**config.mk**
```make
export PLATFORM = sky130hd
export DESIGN_NAME = nid_node_phy_regs
export DESIGN_NICKNAME = d
export VERILOG_FILES = /design/src/nid_pkg.sv /design/src/nid_node_phy_regs.sv
export SDC_FILE = /design/constraint.sdc
export NUM_CORES = 1
export LEC_CHECK = 0
export ABC_CLOCK_PERIOD_IN_PS = 2450
export BUFFER_PORTS_ARGS = -buffer_cell sky130_fd_sc_hd__clkbuf_2
export CAP_MARGIN = 20
export CORE_ASPECT_RATIO = 0.7
export CORE_UTILIZATION = 43
export DETAILED_ROUTE_END_ITERATION = 6
export GPL_ROUTABILITY_DRIVEN = 0
export GPL_TIMING_DRIVEN = 0
export PLACE_DENSITY = 0.73
export RECOVER_POWER = 100
export SYNTH_ARGS = -nofsm -noshare
export SYNTH_HDL_FRONTEND = slang
export SYNTH_SLANG_ARGS = --single-unit
```
**constraint.sdc**
```tcl
create_clock -name sys_clk -period 2.45 [get_ports sys_clk]
set_input_delay 0 -clock sys_clk [delete_from_list [all_inputs] [get_ports sys_clk]]
set_output_delay 0 -clock sys_clk [all_outputs]
set_load 0.05 [all_outputs]
```
**src/nid_pkg.sv**
```systemverilog
package nid_pkg;
    localparam logic [7:0] NID_OFS_NODE_IDENTITY = 8'hE8;
    localparam logic [7:0] NID_OFS_PHY_REG_ACCESS = 8'hEC;
    localparam logic [7:0] NID_OFS_INT_STATUS = 8'hF4;
    localparam logic [7:0] NID_OFS_INT_MASK = 8'hF8;
    localparam logic [9:0] NID_BUS_NUMBER_RESET = 10'h3FF;
    localparam logic [5:0] NID_NODE_NUMBER_RESET = 6'h3F;
    localparam int NID_IRQ_BITS = 3;
    localparam int NID_IRQ_BUS_RESET = 0;
    localparam int NID_IRQ_SELF_ID_DONE = 1;
    localparam int NID_IRQ_READ_COMPLETE = 2;
    localparam logic [31:0] NID_UNMAPPED_DATA = 32'h0000_0000;

    typedef struct packed {
        logic [3:0] addr;
        logic [7:0] data;
    } nid_reg_xfer_t;

    typedef enum logic [1:0] {
        NID_REQ_IDLE = 2'b00,
        NID_REQ_READ = 2'b01,
        NID_REQ_WRITE = 2'b10
    } nid_req_kind_t;

    typedef struct packed {
        nid_req_kind_t kind;
        logic [3:0] addr;
        logic [7:0] data;
    } nid_phy_req_t;
endpackage
```
**src/nid_node_phy_regs.sv**
```systemverilog
`timescale 1ns/10ps
module nid_node_phy_regs
    import nid_pkg::*;
(
    input wire logic sys_clk,
    input wire logic rst,
    input wire logic wb_cyc_i,
    input wire logic wb_stb_i,
    input wire logic wb_we_i,
    input wire logic [7:0] wb_adr_i,
    input wire logic [3:0] wb_sel_i,
    input wire logic [31:0] wb_dat_i,
    output logic [31:0] wb_dat_o,
    output logic wb_ack_o,
    input wire logic bus_reset_pulse,
    input wire logic self_id_done_pulse,
    input wire logic [5:0] phy_node_number,
    input wire logic phy_is_root,
    input wire logic phy_cable_power_ok,
    output nid_phy_req_t phy_req,
    output logic phy_req_valid,
    input wire logic phy_req_ready,
    input wire nid_reg_xfer_t phy_status,
    input wire logic phy_status_valid,
    output logic irq
);
    logic node_valid_flag;
    logic root_flag;
    logic cable_power_ok;
    logic [9:0] bus_number_field;
    logic [5:0] physical_node_number;
    logic read_complete_flag;
    logic [3:0] received_reg_address;
    logic [7:0] received_reg_contents;
    logic read_request_bit;
    logic write_request_bit;
    logic [3:0] target_reg_address;
    logic [7:0] write_byte;
    logic [NID_IRQ_BITS-1:0] int_status;
    logic [NID_IRQ_BITS-1:0] int_mask;

    // Bus access decode.
    wire bus_req = wb_cyc_i && wb_stb_i && !wb_ack_o;
    wire bus_wr = bus_req && wb_we_i;
    wire hit_node = wb_adr_i == NID_OFS_NODE_IDENTITY;
    wire hit_phy = wb_adr_i == NID_OFS_PHY_REG_ACCESS;
    wire hit_ists = wb_adr_i == NID_OFS_INT_STATUS;
    wire hit_imask = wb_adr_i == NID_OFS_INT_MASK;
    wire wr_node = bus_wr && hit_node;
    wire wr_phy = bus_wr && hit_phy;
    wire wr_ists = bus_wr && hit_ists && wb_sel_i[0];
    wire wr_imask = bus_wr && hit_imask && wb_sel_i[0];

    // A request can only start while none is pending; makes both bits exclusive.
    wire req_idle = !read_request_bit && !write_request_bit;
    wire set_rd = wr_phy && wb_sel_i[1] && wb_dat_i[15] && req_idle;
    wire set_wr = wr_phy && wb_sel_i[1] && wb_dat_i[14] && !wb_dat_i[15] && req_idle;
    wire req_sent = phy_req_valid && phy_req_ready;

    wire [31:0] node_word = {node_valid_flag, root_flag, 2'b00, cable_power_ok, 11'h000,
        bus_number_field, physical_node_number};
    wire [31:0] phy_word = {read_complete_flag, 3'b000, received_reg_address,
        received_reg_contents, read_request_bit, write_request_bit, 2'b00,
        target_reg_address, write_byte};
    wire [31:0] read_word = hit_node ? node_word :
        hit_phy ? phy_word :
        hit_ists ? {{(32-NID_IRQ_BITS){1'b0}}, int_status} :
        hit_imask ? {{(32-NID_IRQ_BITS){1'b0}}, int_mask} : NID_UNMAPPED_DATA;

    wire [NID_IRQ_BITS-1:0] events = {phy_status_valid, self_id_done_pulse, bus_reset_pulse};
    wire [NID_IRQ_BITS-1:0] next_int_status =
        (int_status & ~(wr_ists ? wb_dat_i[NID_IRQ_BITS-1:0] : '0)) | events;

    always_ff @(posedge sys_clk) begin
        if (rst) begin
            wb_ack_o <= 1'b0;
            wb_dat_o <= '0;
        end else begin
            wb_ack_o <= bus_req;
            wb_dat_o <= bus_req ? read_word : '0;
        end
    end

    // Node identity register.
    always_ff @(posedge sys_clk) begin
        if (rst) begin
            node_valid_flag <= 1'b0;
            root_flag <= 1'b0;
            cable_power_ok <= 1'b0;
            bus_number_field <= NID_BUS_NUMBER_RESET;
            physical_node_number <= NID_NODE_NUMBER_RESET;
        end else begin
            cable_power_ok <= phy_cable_power_ok;
            if (bus_reset_pulse) begin
                node_valid_flag <= 1'b0;
                root_flag <= phy_is_root;
            end
            if (self_id_done_pulse) begin
                physical_node_number <= phy_node_number;
                node_valid_flag <= 1'b1;
            end
            if (wr_node && wb_sel_i[0]) begin
                bus_number_field[1:0] <= wb_dat_i[7:6];
            end
            if (wr_node && wb_sel_i[1]) begin
                bus_number_field[9:2] <= wb_dat_i[15:8];
            end
        end
    end

    // Physical-layer access register and request port.
    always_ff @(posedge sys_clk) begin
        if (rst) begin
            read_complete_flag <= 1'b0;
            received_reg_address <= '0;
            received_reg_contents <= '0;
            read_request_bit <= 1'b0;
            write_request_bit <= 1'b0;
            target_reg_address <= '0;
            write_byte <= '0;
            phy_req_valid <= 1'b0;
            phy_req <= '0;
        end else begin
            if (wr_phy && wb_sel_i[1]) begin
                target_reg_address <= wb_dat_i[11:8];
            end
            if (wr_phy && wb_sel_i[0]) begin
                write_byte <= wb_dat_i[7:0];
            end
            if (set_rd || set_wr) begin
                read_complete_flag <= 1'b0;
            end
            if (phy_status_valid) begin
                read_complete_flag <= 1'b1;
                received_reg_address <= phy_status.addr;
                received_reg_contents <= phy_status.data;
            end
            if (set_rd) begin
                read_request_bit <= 1'b1;
                phy_req_valid <= 1'b1;
                phy_req.kind <= NID_REQ_READ;
                phy_req.addr <= wb_sel_i[1] ? wb_dat_i[11:8] : target_reg_address;
                phy_req.data <= '0;
            end else if (set_wr) begin
                write_request_bit <= 1'b1;
                phy_req_valid <= 1'b1;
                phy_req.kind <= NID_REQ_WRITE;
                phy_req.addr <= wb_dat_i[11:8];
                phy_req.data <= wb_sel_i[0] ? wb_dat_i[7:0] : write_byte;
            end else if (req_sent) begin
                read_request_bit <= 1'b0;
                write_request_bit <= 1'b0;
                phy_req_valid <= 1'b0;
                phy_req.kind <= NID_REQ_IDLE;
            end
        end
    end

    // Sticky events, set wins over a write-one clear.
    always_ff @(posedge sys_clk) begin
        if (rst) begin
            int_status <= '0;
            int_mask <= '0;
            irq <= 1'b0;
        end else begin
            int_status <= next_int_status;
            if (wr_imask) begin
                int_mask <= wb_dat_i[NID_IRQ_BITS-1:0];
            end
            irq <= |(next_int_status & (wr_imask ? wb_dat_i[NID_IRQ_BITS-1:0] : int_mask));
        end
    end
endmodule // nid_node_phy_regs

```
## After elaboration in Yosys (flattened, before gate mapping)

Cells that the tools add are included.

- Flip-flop bits (word level): 101
- Input bits: 73
- Output and inout port bits: 49
- Logic and storage cells: 95

- Equal/unequal tests: 5
- Muxes and demuxes: 21
- Bitwise gates (word level): 6
- Reductions and logical operators: 38

Operator list:

| operator | number |
|---|---|
| two-way mux 32 bit | 2 |
| equality test 8 bit (second input constant) | 4 |
| logical AND 1 bit | 20 |
| two-way mux 13 bit | 1 |
| two-way mux 12 bit | 1 |
| two-way mux 3 bit | 4 |
| nonzero test 2 bit | 5 |
| two-way mux 1 bit | 9 |
| two-way mux 8 bit | 1 |
| bitwise AND 3 bit | 2 |
| OR reduction 3 bit | 2 |
| OR reduction 5 bit | 1 |
| logical NOT 1 bit | 4 |
| two-way mux 2 bit | 2 |
| two-way mux 4 bit | 1 |
| AND reduction 2 bit | 2 |
| OR reduction 2 bit | 2 |
| NOT 3 bit | 1 |
| OR 3 bit | 1 |
| nonzero test 3 bit | 1 |
| != test 2 bit (second input constant) | 1 |
| NOT 1 bit | 2 |
| logical OR 1 bit | 1 |

## Depth between registers and ports, before layout

- Depth in word-level cells: 11
- Gate-level depth with buffers: 6
- Depth with buffers taken out: 5

## Worst setup path before layout

OpenSTA, ideal clock, no wires.

- Path kind: register to register
- Start point: reg wb_ack_o
- End point: reg phy_req[11] (netlist name)
- Library setup time: 128 ps
- Arrival time: 1,836 ps
- Required time: 2,322 ps
- Path slack: 487 ps
- Cell stages (with the launch flop): 7
- Path buffers: 1
- Clock period less this slack: 1,963 ps
- Path through: dfxtp_1 -> and4b_1 -> nand2_1 -> or4_1 -> buf_2 -> a22oi_1 -> nor2_1

- Word-level cells in the longest chain between the ends: 9
- Elaborated cells on any way between the ends: 12
- Classes of those cells: mux: 1; reduce/logical: 11

Ends and longest elaborated chain:

| item | RTL line | source |
|---|---|---|
| start: declaration | nid_node_phy_regs.sv:14 | `output logic wb_ack_o,` |
| start signal: assignment | nid_node_phy_regs.sv:79 | `wb_ack_o <= bus_req;` |
| logical NOT 1 bit * | nid_node_phy_regs.sv:43 | `wire bus_req = wb_cyc_i && wb_stb_i && !wb_ack_o;` |
| logical AND 1 bit * | nid_node_phy_regs.sv:43 |  |
| logical AND 1 bit * | nid_node_phy_regs.sv:44 | `wire bus_wr = bus_req && wb_we_i;` |
| logical AND 1 bit * | nid_node_phy_regs.sv:50 | `wire wr_phy = bus_wr && hit_phy;` |
| logical AND 1 bit * | nid_node_phy_regs.sv:56, nid_node_phy_regs.sv:57 |  |
| logical AND 1 bit (3 in series) | nid_node_phy_regs.sv:57 | `wire set_wr = wr_phy && wb_sel_i[1] && wb_dat_i[14] && !wb_dat_i[15] && req_idle;` |
| nonzero test 2 bit (no source line) | n/a |  |
| end: declaration | nid_node_phy_regs.sv:20 | `output nid_phy_req_t phy_req,` |

Mark *: on every way between the ends. The rest lies on a longest branch, timed or not.
A chain may end at the register's enable or synchronous reset.

## Final worst setup path

- Start point: reg wb_ack_o
- End point: reg phy_req[7] (netlist name)

- Word-level cells in the longest chain between the ends: 8
- Elaborated cells on any way between the ends: 11
- Classes of those cells: reduce/logical: 11

Ends and longest elaborated chain:

| item | RTL line |
|---|---|
| logical NOT 1 bit * | nid_node_phy_regs.sv:43 |
| logical AND 1 bit * | nid_node_phy_regs.sv:43 |
| logical AND 1 bit * | nid_node_phy_regs.sv:44 |
| logical AND 1 bit * | nid_node_phy_regs.sv:50 |
| logical AND 1 bit * | nid_node_phy_regs.sv:56, nid_node_phy_regs.sv:57 |
| logical AND 1 bit (on tied branches) (2 in series) | nid_node_phy_regs.sv:56, nid_node_phy_regs.sv:57 |
| OR reduction 2 bit (no source line) / logical AND 1 bit (equally long branches) | n/a |

Marks and branches as above.

==> flow_summary.json <==
{
  "status": "complete, no violations",
  "hp-start": "wb_dat_i[14]",
  "drv_slew": 0,
  "nets": 591,
  "grt_overflow": 0,
  "busiest_layer": "met2",
  "detail-route-antenna-nets": 0,
  "crit_chain": "and4b_1, nand2_1, nor3_1, a21o_1, clkbuf_2, a211oi_1",
  "grtUsageMet3_pct": 7.86,
  "io_pins": 122,
  "synth_top_area_cell": "dfxtp_1",
  "synthTopCellsByCount": "dfxtp_1, nor2_1, mux2i_1",
  "drc_errors": 0,
  "fin_crit_sh_pct": 90.6,
  "drive_above_1_share_pct": 14.0,
  "synth.area.top_cells": "dfxtp_1, mux2i_1, nor2_1, a22o_1, nand2_1",
  "finalSetupTns_ps": 0,
  "clock_path_buffers": 2,
  "path_class": "flip-flop to flip-flop",
  "start_util_pct": 45.5,
  "gr-usage-met2_pct": 35.4,
  "die_h_um": 79.4,
  "worstPathRequired_ps": 2670,
  "yosys.cell_count.top_type": "dfxtp_1",
  "synthFlopType": "dfxtp_1",
  "fin_worst_skew_ps": 5.82,
  "maxSlewHeadroom_pct": 34.2,
  "root_buffer": "clkbuf_16",
  "track_usage_pct": 22.6,
  "r2r-end": "phy_req[7]",
  "dieWidth_um": 113,
  "slowest_delay_ps": 760,
  "whs_path_depth": 3,
  "areaGrowthSynthToFinish_pct": 31.9,
  "use_met1_pct": 29.3,
  "worstSkewPairLatency_ps": 340,
  "dieArea_um2": 8930,
  "maxCapViolations": 0,
  "synth-seq-cells": 99,
  "h-tree-depth": 3,
  "vias": 3222,
  "rsz0062_at_grt": "false",
  "reg2reg_slack_ps": 230,
  "crit-reg2reg-launch": "wb_ack_o",
  "async_flop_share_pct": 0,
  "grt_max_degree": 16,
  "syn_inst": 373,
  "drt_iter0_drc": 153,
  "cp-start-kind": "flip-flop",
  "cts.clk_slew.worst_paths_ps": 60,
  "ys_seq_area_share_pct": 53.9,
  "netlist_area_um2": 3680,
  "end_kind": "flip-flop",
  "place_area_um2": 4290,
  "cellPowerDensity_nw_per_um2": 648,
  "max_freq_mhz": 450,
  "numCtsBuffers": 9,
  "leakage_uw": 0.00197,
  "design.core.area_um2": 8070,
  "synth_cell_types": 41,
  "yosysTopAreaCellShare_pct": 53.9,
  "min_period_ps": 2220,
  "grt_pass1_vias": 3095,
  "avgViaCountPerCell": 5.16,
  "io_buffers": 96,
  "antenna_found_initial": 0,
  "reg2reg_depth": 6,
  "final_cell_area_um2": 4850,
  "crit_path_top_delay_cell": "nor3_1",
  "synth_edf_count": 0,
  "routed_wl_um": 9510,
  "ys.warnings.count": 0,
  "fillers": 716,
  "peakVddDrop_mv": 0.429,
  "cts.sinks": 99,
  "rows": 27,
  "holdPathEnd": "bus_number_field[8]",
  "hold_path_class": "input port to flip-flop",
  "antenna_cells": 0,
  "critical_path.max_fanout": 9,
  "cts_tree": "yes",
  "avgRoutedWirePerCell_um": 15.2,
  "syn_area_per_cell_um2": 9.86,
  "worst_pin_slew_ps": 983,
  "setup_violations": 0,
  "grt_pass1_wl_um": 15200,
  "hold_viol_final": 0,
  "post-dp-hpwl_um": 6840,
  "drt_pre_antenna_iters": 4,
  "critPathArrivalTime_ps": 2440
}
## registers in the layout (all words and copies together), names as in the netlist, 3 cells and up
register / cells
bus_number_field: 10
wb_dat_o: 30
int_status: 3
received_reg_contents: 8
target_reg_address: 4
write_byte: 8
received_reg_address: 4
int_mask: 3
phy_req: 14
physical_node_number: 6
## critical path: cells and delay by family (launching register included)
kind	cells	cell delay, ps
flops	1	320
simple gates	3	1270
compound gates	2	300
buf+inv	1	220
## through the flow
stage	hold WS, ps	worst slack (ps)	utilization, %	power, uW	instances
after global placement	212	400	53.1	1870	571
after floorplan	121	487	-	1790	374
after detailed placement	219	343	53.1	1870	571
after CTS	9.03	329	60.9	3180	624
after global routing	41.9	84.5	60.1	3270	624
final	30.2	230	60.1	3140	624
## logic make-up (layout without fill, tap and decap cells)
logic type      Yosys count  in the layout  synth area share, %
compound gates           73             73                 13.9
buf+inv                  28            177                 3.44
flops                    99             99                 53.9
mux                      39             39                 10.6
other cells               1              2                0.102
simple gates            133            133                 18.1
## cell usage in the layout, fill, tap and decap left out, types with 3 or more instances in the layout
| master | netlist | layout |
|---|---|---|
| and2_1 | 15 | 11 |
| a211oi_1 | 8 | 8 |
| buf_4 | 4 | 3 |
| clkinv_2 | 0 | 3 |
| inv_1 | 5 | 5 |
| nor2_1 | 54 | 56 |
| a21o_1 | 4 | 4 |
| dlygate4sd3_1 | 0 | 37 |
| nand2_1 | 27 | 27 |
| mux2i_1 | 39 | 39 |
| clkbuf_1 | 11 | 65 |
| nor3_1 | 9 | 9 |
| a22o_1 | 20 | 20 |
| o21ai_0 | 12 | 12 |
| clkbuf_16 | 0 | 9 |
| a22oi_1 | 4 | 4 |
| a21oi_1 | 16 | 16 |
| nor2b_1 | 7 | 7 |
| o211ai_1 | 3 | 3 |
| and2_0 | 0 | 4 |
| nand2b_1 | 3 | 3 |
| nand3_1 | 4 | 4 |
| dfxtp_1 | 99 | 99 |
| clkbuf_2 | 1 | 50 |
## layer usage
layer | vias up | routed length, um | part of all wire, %
li1 | 1583 | - | -
met1 | 1531 | 4540 | 48
met2 | 98 | 4240 | 45
met3 | 10 | 589 | 6.2
met4 | 0 | 133 | 1.4
met5 | - | 0 | 0
## worst max-delay path by stage
stage                   from          end  slack [ps]
floorplan           wb_ack_o  phy_req[11]         490
global placement    wb_ack_o   phy_req[4]         400
detailed placement  wb_ack_o   phy_req[7]         340
CTS                 wb_ack_o   phy_req[7]         330
global route        wb_ack_o   phy_req[7]          80
finish              wb_ack_o   phy_req[7]         230
## power by group
| part | switching [uW] | total, uW | internal (uW) |
|---|---|---|---|
| Sequential | 12.9 | 1650 | 1640 |
| Clock | 573 | 1260 | 683 |
| Combinational | 120 | 238 | 118 |
## final cells by class
type | instances | area (um2) | area share, %
plain buffers | 22 | 98.8 | 2.04
clock buffers | 11 | 233 | 4.80
clock inverters | 5 | 30.0 | 0.619
inverters | 6 | 22.5 | 0.464
multi-input cells | 247 | 1570 | 32.3
flip-flops and latches | 99 | 1980 | 40.9
well taps | 101 | 126 | 2.61
repair buffers | 133 | 791 | 16.3
## timing repair
item,CTS,global route
hold endpoints to repair,41,0
gates resized for setup,0,0
setup buffers,0,0
hold buffers,37,0
endpoints found under the setup margin,0,0
Note: power is estimated with default switching activity, not from simulation.
